`config.mk`:
```
export PLATFORM = sky130hd
export DESIGN_NAME = ixs_exec
export DESIGN_NICKNAME = d
export VERILOG_FILES = /design/src/ixs_pkg.sv /design/src/ixs_exec.sv
export SDC_FILE = /design/constraint.sdc
export NUM_CORES = 1
export LEC_CHECK = 0
export BUFFER_PORTS_ARGS = -buffer_cell sky130_fd_sc_hd__buf_2
export CAP_MARGIN = 15
export CORE_ASPECT_RATIO = 1.1
export CORE_MARGIN = 8
export CORE_UTILIZATION = 59
export CTS_BUF_LIST = sky130_fd_sc_hd__clkbuf_4
export CTS_CLUSTER_DIAMETER = 100
export CTS_CLUSTER_SIZE = 24
export DETAILED_ROUTE_END_ITERATION = 6
export GPL_ROUTABILITY_DRIVEN = 0
export PLACE_DENSITY = 0.94
export RECOVER_POWER = 50
export SYNTH_ARGS = -nofsm -noshare
export SYNTH_HDL_FRONTEND = slang
export SYNTH_SLANG_ARGS = --single-unit
export TNS_END_PERCENT = 100
```
`constraint.sdc`:
```
create_clock -name REF_CLK -period 3.8 [get_ports REF_CLK]
set_input_delay 0 -clock REF_CLK [delete_from_list [all_inputs] [get_ports REF_CLK]]
set_output_delay 0 -clock REF_CLK [all_outputs]
set_load 0.01 [all_outputs]
```
`src/ixs_pkg.sv`:
```
// ixs_pkg: shared constants for the extended swap/skip/table/xor executor
// assumes: one core clock, sequencer and memories on the same clock
package ixs_pkg;

  // ----------------------------------------------------------------
  // operation codes presented by the sequencer
  // ----------------------------------------------------------------
  localparam int OP_W = 4;
  typedef enum logic [OP_W-1:0] {
    IXS_OP_NIBBLE_EXCHANGE_IN_PLACE      = 4'h0,
    IXS_OP_NIBBLE_EXCHANGE_TO_ACCUM      = 4'h1,
    IXS_OP_SKIP_WHEN_NULL                = 4'h2,
    IXS_OP_COPY_AND_SKIP_WHEN_NULL       = 4'h3,
    IXS_OP_SKIP_WHEN_BIT_NULL            = 4'h4,
    IXS_OP_PAGE_TABLE_FETCH              = 4'h5,
    IXS_OP_FINAL_PAGE_TABLE_FETCH        = 4'h6,
    IXS_OP_PREINC_PAGE_TABLE_FETCH       = 4'h7,
    IXS_OP_PREINC_FINAL_PAGE_TABLE_FETCH = 4'h8,
    IXS_OP_EXCLUSIVE_OR_TO_ACCUM         = 4'h9,
    IXS_OP_EXCLUSIVE_OR_TO_MEMORY        = 4'hA
  } ixs_op_e;

  // ----------------------------------------------------------------
  // executor states, one-hot
  // ----------------------------------------------------------------
  typedef enum logic [3:0] {
    IXS_ST_IDLE  = 4'b0001,
    IXS_ST_DREAD = 4'b0010,
    IXS_ST_PREAD = 4'b0100,
    IXS_ST_DUMMY = 4'b1000
  } ixs_state_e;

  // ----------------------------------------------------------------
  // register port map and field layout
  // ----------------------------------------------------------------
  localparam int REG_AW = 3;
  localparam int DATA_W = 8;
  localparam logic [REG_AW-1:0] REG_ACCUM       = 3'h0;
  localparam logic [REG_AW-1:0] REG_STATUS      = 3'h1;
  localparam logic [REG_AW-1:0] REG_TBL_LOWER   = 3'h2;
  localparam logic [REG_AW-1:0] REG_TBL_UPPER   = 3'h3;
  localparam logic [REG_AW-1:0] REG_TBL_LATCH   = 3'h4;
  localparam int STAT_ZERO_BIT = 0;
  localparam int STAT_BUSY_BIT = 1;
  localparam logic [DATA_W-1:0] RST_BYTE = 8'h00;
  localparam logic [DATA_W-1:0] NULL_BYTE = 8'h00;
  localparam logic [DATA_W-1:0] ONE_BYTE = 8'h01;
  localparam int NIB_W = 4;

endpackage

```
`src/ixs_exec.sv`:
```
// ixs_exec: executes the extended nibble swap, skip-if-zero, table read
// and xor instructions on behalf of the core sequencer
// assumes: data and program memories answer a read in the same cycle as its read strobe,
// sequencer issues one instruction at a time while busy is low
`timescale 1ns/1ps
`default_nettype none

// Operation
// [RULE1] In-place nibble exchange swaps the two halves of the byte, writes it back and changes no flag.
// [RULE2] Nibble exchange to accumulator puts the high nibble in acc 3..0 and the low one in acc 7..4, memory and flags untouched.
// [RULE3] Skip-when-null reads the byte, writes the same value back and skips the next instruction when it is zero.
// [RULE4] A taken skip inserts one dummy slot so that it spans three instruction cycles.
// [RULE5] Copy-and-skip loads the byte into the accumulator and skips when the loaded value is zero.
// [RULE6] Bit skip skips the next instruction when the selected bit is zero and changes no flag.
// [RULE7] Page table fetch reads the word at upper:lower pointer, low byte to memory and high byte to the latch.
// [RULE8] Final page table fetch reads the word in the last page at the lower pointer offset alone.
// [RULE9] Pre-increment page fetch bumps the lower pointer and then performs the page fetch with it.
// [RULE10] Pre-increment final page fetch bumps the lower pointer and then reads the last page at that offset.
// [RULE11] Xor to accumulator stores acc xor byte into the accumulator and updates only the zero flag.
// [RULE12] Xor to memory stores acc xor byte back into the byte and updates only the zero flag.
// [RULE13] The lower pointer increment wraps in eight bits and never carries into the upper pointer.
module ixs_exec #(
  parameter int PM_AW = 12,
  parameter int PM_DW = 16,
  parameter int DM_AW = 8
) (
  input  wire logic                       REF_CLK,
  input  wire logic                       RST,
  // sequencer side
  input  wire logic                       EXE_START,
  input  wire ixs_pkg::ixs_op_e           EXE_OP,
  input  wire logic [DM_AW-1:0]           EXE_ADDR,
  input  wire logic [2:0]                 EXE_BIT,
  output logic                            EXE_BUSY,
  output logic                            EXE_DONE,
  output logic                            EXE_SKIP,
  output logic                            DUMMY_SLOT,
  // data memory port
  output logic [DM_AW-1:0]                DM_ADDR,
  output logic                            DM_RD,
  output logic                            DM_WR,
  output logic [ixs_pkg::DATA_W-1:0]      DM_WDATA,
  input  wire logic [ixs_pkg::DATA_W-1:0] DM_RDATA,
  // program memory port
  output logic [PM_AW-1:0]                PM_ADDR,
  output logic                            PM_RD,
  input  wire logic [PM_DW-1:0]           PM_RDATA,
  // core state visible to the rest of the core
  output logic [ixs_pkg::DATA_W-1:0]      ACC_OUT,
  output logic                            ZERO_FLAG,
  output logic [ixs_pkg::DATA_W-1:0]      TABLE_UPPER_BYTE_LATCH,
  // software register port
  input  wire logic [ixs_pkg::REG_AW-1:0] REG_ADDR,
  input  wire logic [ixs_pkg::DATA_W-1:0] REG_WDATA,
  input  wire logic                       REG_WR,
  input  wire logic                       REG_RD,
  output logic [ixs_pkg::DATA_W-1:0]      REG_RDATA
);
  import ixs_pkg::*;

  localparam int HI_W = PM_DW - DATA_W;
  localparam int UP_W = PM_AW - DATA_W;
  localparam logic [UP_W-1:0] LAST_PAGE = {UP_W{1'b1}};

  // ----------------------------------------------------------------
  // state and storage
  // ----------------------------------------------------------------
  ixs_state_e                 state_ff;
  ixs_state_e                 nxt_state;
  ixs_op_e                    op_ff;
  logic [DM_AW-1:0]           addr_ff;
  logic [2:0]                 bit_ff;
  logic [DATA_W-1:0]          acc_ff;
  logic                       zero_ff;
  logic [DATA_W-1:0]          tbl_lower_ff;
  logic [UP_W-1:0]            tbl_upper_ff;
  logic [DATA_W-1:0]          tbl_latch_ff;
  logic                       busy_ff;
  logic                       done_ff;
  logic                       skip_ff;
  logic                       dummy_ff;
  logic [DM_AW-1:0]           dm_addr_ff;
  logic                       dm_rd_ff;
  logic                       dm_wr_ff;
  logic [DATA_W-1:0]          dm_wdata_ff;
  logic [PM_AW-1:0]           pm_addr_ff;
  logic                       pm_rd_ff;
  logic [DATA_W-1:0]          rdata_ff;

  // ----------------------------------------------------------------
  // instruction classification
  // ----------------------------------------------------------------
  wire st_idle  = (state_ff == IXS_ST_IDLE);
  wire st_dread = (state_ff == IXS_ST_DREAD);
  wire st_pread = (state_ff == IXS_ST_PREAD);
  wire st_dummy = (state_ff == IXS_ST_DUMMY);
  wire launch   = st_idle && EXE_START;

  // table class of the incoming op decides which memory is read, program for table ops, data for the rest
  wire in_tbl_page  = (EXE_OP == IXS_OP_PAGE_TABLE_FETCH) ||
                      (EXE_OP == IXS_OP_PREINC_PAGE_TABLE_FETCH);
  wire in_tbl_final = (EXE_OP == IXS_OP_FINAL_PAGE_TABLE_FETCH) ||
                      (EXE_OP == IXS_OP_PREINC_FINAL_PAGE_TABLE_FETCH);
  wire in_preinc    = (EXE_OP == IXS_OP_PREINC_PAGE_TABLE_FETCH) ||
                      (EXE_OP == IXS_OP_PREINC_FINAL_PAGE_TABLE_FETCH);
  wire in_table     = in_tbl_page || in_tbl_final;

  // ----------------------------------------------------------------
  // table address formation
  // ----------------------------------------------------------------
  // [RULE13] eight-bit wrap
  wire [DATA_W-1:0] lower_inc  = tbl_lower_ff + ONE_BYTE;
  // [RULE9] pointer bumped before use
  wire [DATA_W-1:0] lower_use  = in_preinc ? lower_inc : tbl_lower_ff;
  // [RULE7] upper and lower pointers joined
  wire [PM_AW-1:0]  page_addr  = {tbl_upper_ff, lower_use};
  // [RULE8] last page, lower offset only
  wire [PM_AW-1:0]  final_addr = {LAST_PAGE, lower_use};
  // [RULE10] final page with bumped offset
  wire [PM_AW-1:0]  tbl_addr   = in_tbl_final ? final_addr : page_addr;

  // ----------------------------------------------------------------
  // datapath on the byte returned from data memory
  // ----------------------------------------------------------------
  wire [DATA_W-1:0] mem_byte  = DM_RDATA;
  // [RULE1] halves exchanged
  wire [DATA_W-1:0] swapped   = {mem_byte[NIB_W-1:0], mem_byte[DATA_W-1:NIB_W]};
  wire [DATA_W-1:0] xored     = acc_ff ^ mem_byte;
  wire              byte_null = (mem_byte == NULL_BYTE);
  wire              bit_null  = ~mem_byte[bit_ff];
  wire              xor_null  = (xored == NULL_BYTE);

  // per-op effects in the data read cycle
  wire op_swap_mem  = (op_ff == IXS_OP_NIBBLE_EXCHANGE_IN_PLACE);
  wire op_swap_acc  = (op_ff == IXS_OP_NIBBLE_EXCHANGE_TO_ACCUM);
  wire op_skz       = (op_ff == IXS_OP_SKIP_WHEN_NULL);
  wire op_copy_skz  = (op_ff == IXS_OP_COPY_AND_SKIP_WHEN_NULL);
  wire op_bit_skz   = (op_ff == IXS_OP_SKIP_WHEN_BIT_NULL);
  wire op_xor_acc   = (op_ff == IXS_OP_EXCLUSIVE_OR_TO_ACCUM);
  wire op_xor_mem   = (op_ff == IXS_OP_EXCLUSIVE_OR_TO_MEMORY);

  // [RULE3] zero byte skips, [RULE5] on loaded value, [RULE6] on bit
  wire skip_taken = st_dread && ((op_skz && byte_null) || (op_copy_skz && byte_null) ||
                                 (op_bit_skz && bit_null));

  // [RULE3] same value written back; [RULE1] and [RULE12] write results
  wire mem_write  = st_dread && (op_swap_mem || op_skz || op_xor_mem);
  wire [DATA_W-1:0] mem_wval = op_swap_mem ? swapped :
                               op_xor_mem  ? xored   : mem_byte;

  // [RULE2] swap into acc, [RULE5] copy, [RULE11] xor result
  wire acc_load = st_dread && (op_swap_acc || op_copy_skz || op_xor_acc);
  wire [DATA_W-1:0] acc_val = op_swap_acc ? swapped :
                              op_xor_acc  ? xored   : mem_byte;

  // [RULE11] [RULE12] only the xor ops touch the zero flag
  wire zero_load = st_dread && (op_xor_acc || op_xor_mem);

  // ----------------------------------------------------------------
  // register port decode
  // ----------------------------------------------------------------
  wire wr_acc   = REG_WR && (REG_ADDR == REG_ACCUM);
  wire wr_stat  = REG_WR && (REG_ADDR == REG_STATUS);
  wire wr_lower = REG_WR && (REG_ADDR == REG_TBL_LOWER);
  wire wr_upper = REG_WR && (REG_ADDR == REG_TBL_UPPER);
  logic [DATA_W-1:0] stat_word;
  logic [DATA_W-1:0] rd_mux;
  always_comb begin
    stat_word                = RST_BYTE;
    stat_word[STAT_ZERO_BIT] = zero_ff;
    stat_word[STAT_BUSY_BIT] = busy_ff;
    unique case (REG_ADDR)
      REG_ACCUM:     rd_mux = acc_ff;
      REG_STATUS:    rd_mux = stat_word;
      REG_TBL_LOWER: rd_mux = tbl_lower_ff;
      REG_TBL_UPPER: rd_mux = DATA_W'(tbl_upper_ff);
      REG_TBL_LATCH: rd_mux = tbl_latch_ff;
      default:       rd_mux = RST_BYTE; // unmapped reads as zero
    endcase
  end

  // ----------------------------------------------------------------
  // next state
  // ----------------------------------------------------------------
  always_comb begin
    nxt_state = state_ff;
    unique case (state_ff)
      IXS_ST_IDLE: begin
        if (EXE_START) begin
          nxt_state = in_table ? IXS_ST_PREAD : IXS_ST_DREAD;
        end
      end
      IXS_ST_DREAD: begin
        // [RULE4] taken skip spends one more slot
        nxt_state = skip_taken ? IXS_ST_DUMMY : IXS_ST_IDLE;
      end
      IXS_ST_PREAD: nxt_state = IXS_ST_IDLE;
      IXS_ST_DUMMY: nxt_state = IXS_ST_IDLE;
      default:      nxt_state = IXS_ST_IDLE;
    endcase
  end

  // ----------------------------------------------------------------
  // sequencing registers
  // ----------------------------------------------------------------
  // op latched once so the sequencer may move on its own inputs
  always_ff @(posedge REF_CLK) begin
    if (RST) begin
      state_ff <= IXS_ST_IDLE;
      op_ff    <= IXS_OP_NIBBLE_EXCHANGE_IN_PLACE;
      addr_ff  <= '0;
      bit_ff   <= '0;
    end else begin
      state_ff <= nxt_state;
      if (launch) begin
        op_ff   <= EXE_OP;
        addr_ff <= EXE_ADDR;
        bit_ff  <= EXE_BIT;
      end
    end
  end

  // handshake outputs, all registered
  always_ff @(posedge REF_CLK) begin
    if (RST) begin
      busy_ff  <= 1'b0;
      done_ff  <= 1'b0;
      skip_ff  <= 1'b0;
      dummy_ff <= 1'b0;
    end else begin
      busy_ff  <= (nxt_state != IXS_ST_IDLE);
      done_ff  <= (st_dread && !skip_taken) || st_pread || st_dummy;
      skip_ff  <= skip_taken;
      // [RULE4] dummy slot flagged while next fetch is discarded
      dummy_ff <= skip_taken;
    end
  end

  // ----------------------------------------------------------------
  // memory ports
  // ----------------------------------------------------------------
  // data read at launch, write with the result or the table low byte
  always_ff @(posedge REF_CLK) begin
    if (RST) begin
      dm_addr_ff  <= '0;
      dm_rd_ff    <= 1'b0;
      dm_wr_ff    <= 1'b0;
      dm_wdata_ff <= RST_BYTE;
    end else begin
      dm_rd_ff <= launch && !in_table;
      // [RULE7] low byte stored to the addressed byte
      dm_wr_ff <= mem_write || st_pread;
      if (launch) begin
        dm_addr_ff <= EXE_ADDR;
      end
      if (st_pread) begin
        dm_wdata_ff <= PM_RDATA[DATA_W-1:0];
      end else if (mem_write) begin
        dm_wdata_ff <= mem_wval;
      end
    end
  end

  // program read issued at launch for the four table ops
  always_ff @(posedge REF_CLK) begin
    if (RST) begin
      pm_addr_ff <= '0;
      pm_rd_ff   <= 1'b0;
    end else begin
      pm_rd_ff <= launch && in_table;
      if (launch && in_table) begin
        pm_addr_ff <= tbl_addr;
      end
    end
  end

  // ----------------------------------------------------------------
  // architectural state
  // ----------------------------------------------------------------
  // executor wins over a same-cycle software write; it owns the core
  always_ff @(posedge REF_CLK) begin
    if (RST) begin
      acc_ff  <= RST_BYTE;
      zero_ff <= 1'b0;
    end else begin
      if (acc_load) begin
        acc_ff <= acc_val;
      end else if (wr_acc) begin
        acc_ff <= REG_WDATA;
      end
      if (zero_load) begin
        zero_ff <= xor_null;
      end else if (wr_stat) begin
        zero_ff <= REG_WDATA[STAT_ZERO_BIT];
      end
    end
  end

  // table pointers and the high-byte latch
  always_ff @(posedge REF_CLK) begin
    if (RST) begin
      tbl_lower_ff <= RST_BYTE;
      tbl_upper_ff <= '0;
      tbl_latch_ff <= RST_BYTE;
    end else begin
      // [RULE9] [RULE10] pointer kept incremented
      if (launch && in_preinc) begin
        tbl_lower_ff <= lower_inc;
      end else if (wr_lower) begin
        tbl_lower_ff <= REG_WDATA;
      end
      if (wr_upper) begin
        tbl_upper_ff <= REG_WDATA[UP_W-1:0];
      end
      // [RULE7] [RULE8] high byte into the latch
      if (st_pread) begin
        tbl_latch_ff <= DATA_W'(PM_RDATA[PM_DW-1:DATA_W]);
      end
    end
  end

  // read data stands in the cycle after the strobe only
  always_ff @(posedge REF_CLK) begin
    if (RST) begin
      rdata_ff <= RST_BYTE;
    end else begin
      rdata_ff <= REG_RD ? rd_mux : RST_BYTE;
    end
  end

  // ----------------------------------------------------------------
  // outputs
  // ----------------------------------------------------------------
  assign EXE_BUSY               = busy_ff;
  assign EXE_DONE               = done_ff;
  assign EXE_SKIP               = skip_ff;
  assign DUMMY_SLOT             = dummy_ff;
  assign DM_ADDR                = dm_addr_ff;
  assign DM_RD                  = dm_rd_ff;
  assign DM_WR                  = dm_wr_ff;
  assign DM_WDATA               = dm_wdata_ff;
  assign PM_ADDR                = pm_addr_ff;
  assign PM_RD                  = pm_rd_ff;
  assign ACC_OUT                = acc_ff;
  assign ZERO_FLAG              = zero_ff;
  assign TABLE_UPPER_BYTE_LATCH = tbl_latch_ff;
  assign REG_RDATA              = rdata_ff;

endmodule

`default_nettype wire

```
# After elaboration in Yosys (flattened, before gate mapping)
# Index checks and enable logic that the tools add are counted.
[classes]
n_addsub = 1
order_cmp = 1
n_eq_ne = 19
n_mux = 21
bitwise_logic = 3
reduce_logical = 41
[ops]
columns = ["operator", "n"]
rows = [
  ["$mux 8", 11],
  ["$pmux 8 s5", 1],
  ["$eq 4x3->1 const B", 5],
  ["$eq 4x4->1 const B", 4],
  ["$logic_and 1x1->1", 16],
  ["$logic_not 8->1", 2],
  ["$logic_or 1x1->1", 14],
  ["$eq 4x2->1 const B", 3],
  ["$mux 12", 1],
  ["$add 8x1->8 const B", 1],
  ["$eq 4x1->1 const B", 2],
  ["$mux 4", 2],
  ["$pmux 4 s2", 1],
  ["$reduce_bool 2->1", 4],
  ["$xor 8x8->8", 1],
  ["$eq 3x2->1 const B", 2],
  ["$logic_not 4->1", 1],
  ["$lt 3x4->1 const B", 1],
  ["$ne 4x1->1 const B", 1],
  ["$bmux 1 s3", 1],
  ["$eq 3x1->1 const B", 1],
  ["$eq 3x3->1 const B", 1],
  ["$logic_not 3->1", 1],
  ["$mux 1", 3],
  ["4 further kinds", 6],
]
[word_totals]
reg_bits = 82
in_bits = 55
elab_cells = 104

# Depth between registers and ports, before layout
[depth]
depth_word = 10
depth_mapped = 7
ltp_nobuf = 5

# Least setup slack after synthesis
# Ideal clock, no wire load.
[synth_path]
kind = "register -> register"
from = "register state_ff[1]"
to = "register dm_wdata_ff[7] (netlist: DM_WDATA[7])"
arrival_time_ps = 1712
path_slack_ps = 1951
stages_incl_launch_ff = 7
path_buffers = 2
path_cell_list = "dfxtp_1 -> buf_4 -> or4b_2 -> clkbuf_1 -> nor2_2 -> mux2i_1 -> a31oi_1"
[synth_between]
elab_chain_cells = 3
word_cells_on_any_way = 5
classes_between = "2 x eq/ne; 1 x mux; 2 x reduce/logical"
[synth_rtl]
columns = ["element", "line_no", "source"]
rows = [
  ["start: declaration", "ixs_exec.sv:68", "ixs_state_e state_ff;"],
  ["start signal: assignment", "ixs_exec.sv:214", "state_ff <= nxt_state;"],
  ["$eq 4x2->1", "ixs_exec.sv:94", "wire st_dread = (state_ff == IXS_ST_DREAD);"],
  ["$logic_and 1x1->1", "ixs_exec.sv:147", "wire mem_write = st_dread && (op_swap_mem || op_skz || op_xor_mem);"],
  ["$reduce_bool 2->1 (no line)", "-", ""],
  ["end signal: assignment", "ixs_exec.sv:257", "dm_wdata_ff <= PM_RDATA[DATA_W-1:0];"],
  ["end signal: assignment", "ixs_exec.sv:259", "dm_wdata_ff <= mem_wval;"],
  ["end: declaration", "ixs_exec.sv:85", "logic [DATA_W-1:0] dm_wdata_ff;"],
]
# Several ways; a longest one is shown, not always the timed one.
# A chain may end at the register's enable or synchronous reset.

# Final worst setup path
[layout_path]
from = "register op_ff[1]"
to = "register acc_ff[7] (netlist: ACC_OUT[7])"
[layout_between]
elab_chain_cells = 5
word_cells_on_any_way = 10
classes_between = "3 x eq/ne; 3 x mux; 4 x reduce/logical"
[layout_rtl]
columns = ["element", "line_no", "source"]
rows = [
  ["start: declaration", "ixs_exec.sv:70", "ixs_op_e op_ff;"],
  ["start signal: assignment", "ixs_exec.sv:210", "op_ff <= IXS_OP_NIBBLE_EXCHANGE_IN_PLACE;"],
  ["start signal: assignment", "ixs_exec.sv:216", "op_ff <= EXE_OP;"],
  ["$eq 4x1->1 or $eq 4x2->1 (tied branches)", "ixs_exec.sv:135, ixs_exec.sv:137", ""],
  ["$logic_or 1x1->1 (2 in a row)", "ixs_exec.sv:152", "wire acc_load = st_dread && (op_swap_acc || op_copy_skz || op_xor_acc);"],
  ["$logic_and 1x1->1", "ixs_exec.sv:152", ""],
  ["$mux 8 or $reduce_bool 2->1 (tied branches)", "-", ""],
  ["end signal: assignment", "ixs_exec.sv:287", "acc_ff <= acc_val;"],
  ["end: declaration", "ixs_exec.sv:73", "logic [DATA_W-1:0] acc_ff;"],
]
# Several ways; a longest one is shown, not always the timed one.

==> out/results.tsv <==
stage	metric	value	unit
detailed_routing	Initial DRC Count	381	
sta	Final Hold Vio Count	0	
critical_path	FF-to-FF path depth	4	
sta	Max Transition Viols Final	0	
critical_path	RR Endpoint	ACC_OUT[7]	
critical_path	Setup CP Type	register to register	
critical_path	Worst Setup SP	op_ff[1]	
critical_path	worst r2r src	op_ff[1]	
sta	worst-margin pin slew	1.290	ns
die	core footprint	7391	sq um
synth	count of different cell masters after synthesis	65	
grt	first-pass GRT wire length	23630	um
sta	crit path time final	2.270	ns
detailed_routing	Residual DRC	1	
die	Die Ht	107.0	um
grt	largest net degree at the start of global routing	63	
cells_and_area	nets	720	
place	pre-CTS worst setup slack	1.780	ns
sta	f_max	440.5	MHz
sta	RSZ-0062 raised after global routing	no	
sta	setup violators final	0	
detailed_routing	via-per-instance ratio	6.446	
run	max-capacitance violation count	0	
worst_hold_path	Hold Path Class	input port to register	
grt	initial antenna violation count	1	
synth	Synth async-reset ratio	0	%
critical_path	Max FO, Critical Path	22	
critical_path	nature of the critical path endpoint	register	
synth	most frequent cells after synthesis	dfxtp_1, nand2_1, a21oi_1	
cells_and_area	ratio of cells with drive above 1 in the final layout	14.65	%
clocking	worst-skew pair later-pin latency	0.44	ns
critical_path	Arr. time, crit path	2.58	ns
detailed_routing	Pre-antenna DRT Iters	7	
synth	Mapped Nets	597	
clocking	Worst-path clk slew	0.14	ns
detailed_routing	Vias	4880	
sta	period utilisation layout	59.74	%
power_and_ir_drop	Comb power frac	16.6	%
synth	Synth Warn #	0	
detailed_routing	drt total wl	14830	um
clocking	CTS tree	yes	
critical_path	r2r setup slk	1.53	ns
power_and_ir_drop	LEAKAGE	1.931	nW
clocking	TritonCTS Buffers	9	
critical_path	critical path required time	4.11	ns
grt	grt total ovfl	0	
die	Die Wd	98.72	um
power_and_ir_drop	net switching power figure	0.0005349	W
synth	Yosys reg bits	82	
power_and_ir_drop	clock power share	32.6	%
clocking	Bufs on Longest Clock Path	2	
synth	post-synth top area cell	dfxtp_1	
die	Rows	33	
clocking	Setup Buffers After CTS	0	
clocking	H-tree depth	3	
synth	Post-synth EDFFs	0	
outcome	status	finished with violations	
detailed_routing	antenna-violating nets left	0	
sta	setup ws final	1.530	ns
die	area of the die	10560	sq um
synth	Avg Inst Size Synth	8.208	sq um
die	starting density of the core	60.08	%
power_and_ir_drop	PwrDens	333.5	nW/um^2
synth	top cell type's share of synthesized area	36.97	%
cells_and_area	Fillers	514	
power_and_ir_drop	Seq pwr share	50.8	%
detailed_routing	Routed WL per cell	19.59	um
synth	top-count cell post-synth	dfxtp_1	
clocking	clock root cell	clkbuf_4	
outcome	failing checks	design-rule violations	
synth	sequential-to-total area share from yosys stat	36.97	%
synth	ys flop type	dfxtp_1	
critical_path	CP max stage cell	or3b_2	
power_and_ir_drop	P_int	0.001286	W
cells_and_area	P&R area growth vs syn	22.99	%
sta	Post-Route Skew	0.01390	ns
clocking	clk sink count	82	
synth	Synth Instances	541	
synth	synth top area cells	dfxtp_1, a21oi_1, nand2_1, mux2i_1, nor2_1	
place	number of port buffers	114	
synth	Cell Area, Synth	4441	sq um
grt	vias in the first global route	4735	
critical_path	CP Launch Type	register	
die	number of top-level pins	115	
critical_path	CP max stage delay	0.73	ns
power_and_ir_drop	Worst VDD drop	0.2128	mV
critical_path	CP cell instances	or3b_2 > nor2_1 > a22oi_1 > a221oi_1	
grt	total track usage	27.79	%
power_and_ir_drop	Sw Share	29.37	%
place	post-DP HPWL	9590	um
critical_path	capture point of the worst path	ACC_OUT[7]	
sta	Rel. slew slack	12.85	%
sta	total negative slack	0	ns
## metrics by stage
step,instance area [sq um],util [%],hold WS (ns),power (W),instances
global route,5461,73.90,0.04384,0.001874,757
CTS,5534,74.88,0.03387,0.001795,756
floorplan,4441,-,0.1360,0.001112,541
global placement,4975,67.31,0.2408,0.001194,700
detailed placement,4975,67.31,0.2449,0.001206,700
finish,5461,73.90,0.03237,0.001821,757
## final cells by class
class                      instances  area [sq um]  area share (%)
antenna                            1         2.502         0.04582
clock buffer                       9         67.56           1.237
clock inverter                     7         91.34           1.672
inverter                           5         18.77          0.3436
multi-input combinational        407          2597           47.56
sequential                        82          1642           30.06
tap                               87         108.9           1.993
timing repair buffer             159         933.4           17.09
## kinds of logic after synthesis
logic type	share of synthesized area [%]
AND/OR/NAND/NOR	23.98
AO/OA/AOI/OAI	23.61
flip-flops	36.97
buffers and inverters	4.677
multiplexers	7.326
XOR/XNOR	3.156
adder cells (fa/ha/maj)	0.2817
## layout by cell type (no fill, tap or decap), types with 3 or more instances in the layout
| master | count |
|---|---|
| buf_2 | 54 |
| o21a_1 | 4 |
| nand4_1 | 5 |
| mux2_2 | 6 |
| nor2b_1 | 12 |
| xnor2_1 | 13 |
| mux2i_1 | 22 |
| nand2b_1 | 10 |
| dlygate4sd3_1 | 40 |
| nand4b_1 | 5 |
| nand2_1 | 65 |
| and2_1 | 6 |
| o221a_2 | 4 |
| dfxtp_1 | 82 |
| a221oi_1 | 6 |
| nor4b_1 | 3 |
| buf_4 | 5 |
| inv_1 | 4 |
| a211oi_1 | 15 |
| xor2_1 | 3 |
| and2_0 | 3 |
| nor3_1 | 14 |
| nand3_1 | 18 |
| a22oi_1 | 10 |
| o22ai_1 | 4 |
| a21oi_1 | 53 |
| a31oi_1 | 5 |
| o21ai_0 | 22 |
| a311oi_1 | 5 |
| clkbuf_1 | 60 |
| clkbuf_4 | 9 |
| nor3b_1 | 4 |
| o2bb2ai_1 | 3 |
| nor2_1 | 39 |
| o221ai_1 | 5 |
## sequential cells by signal (all words and copies together), names as in the netlist
| name | count |
|---|---|
| EXE_DONE | 1 |
| DM_RD | 1 |
| PM_ADDR | 12 |
| ZERO_FLAG | 1 |
| EXE_BUSY | 1 |
| DM_WR | 1 |
| DM_ADDR | 8 |
| tbl_lower_ff | 8 |
| REG_RDATA | 8 |
| PM_RD | 1 |
| bit_ff | 3 |
| state_ff | 4 |
| ACC_OUT | 8 |
| TABLE_UPPER_BYTE_LATCH | 8 |
| tbl_upper_ff | 4 |
| DM_WDATA | 8 |
| op_ff | 4 |
| DUMMY_SLOT | 1 |
## worst min-delay path by stage
stage                                endpoint    startpoint  cells past startpoint
global route                       ACC_OUT[2]   DM_RDATA[6]                      3
finish                             ACC_OUT[2]   DM_RDATA[6]                      3
detailed placement  TABLE_UPPER_BYTE_LATCH[7]  PM_RDATA[15]                      3
CTS                                ACC_OUT[2]   DM_RDATA[6]                      3
global placement                   DM_ADDR[3]   EXE_ADDR[3]                      3
floorplan                           bit_ff[2]    EXE_BIT[2]                      2
## layer usage
metal	wire (um)	vias up	global-route usage, %
met5	0	-	0
met2	7238	348	46.89
met3	1337	93	6.610
met1	5394	2216	30.37
li1	-	2223	-
met4	860	0	19.65
## worst max-delay path: cells and delay by family (launching register included)
family	cells	cell delay, ns
compound gates	2	0.55
flops	1	0.60
simple gates	2	0.99
## power by group through the flow
stage	Clock, W	Combinational, W	Sequential (W)
global route	0.000618	0.000327	0.000929
global placement	0	0.000254	0.000940
detailed placement	0	0.000264	0.000942
CTS	0.000574	0.000298	0.000923
finish	0.000593	0.000302	0.000926
floorplan	0	0.000177	0.000935
## repair_timing
action | 4_1_cts | 5_1_grt
hold endpoints to repair | 49 | 0
endpoints found under the setup margin | 0 | 0
hold buffers | 40 | 0
resized for setup | 0 | 0
Note: power is estimated with default switching activity, not from simulation.
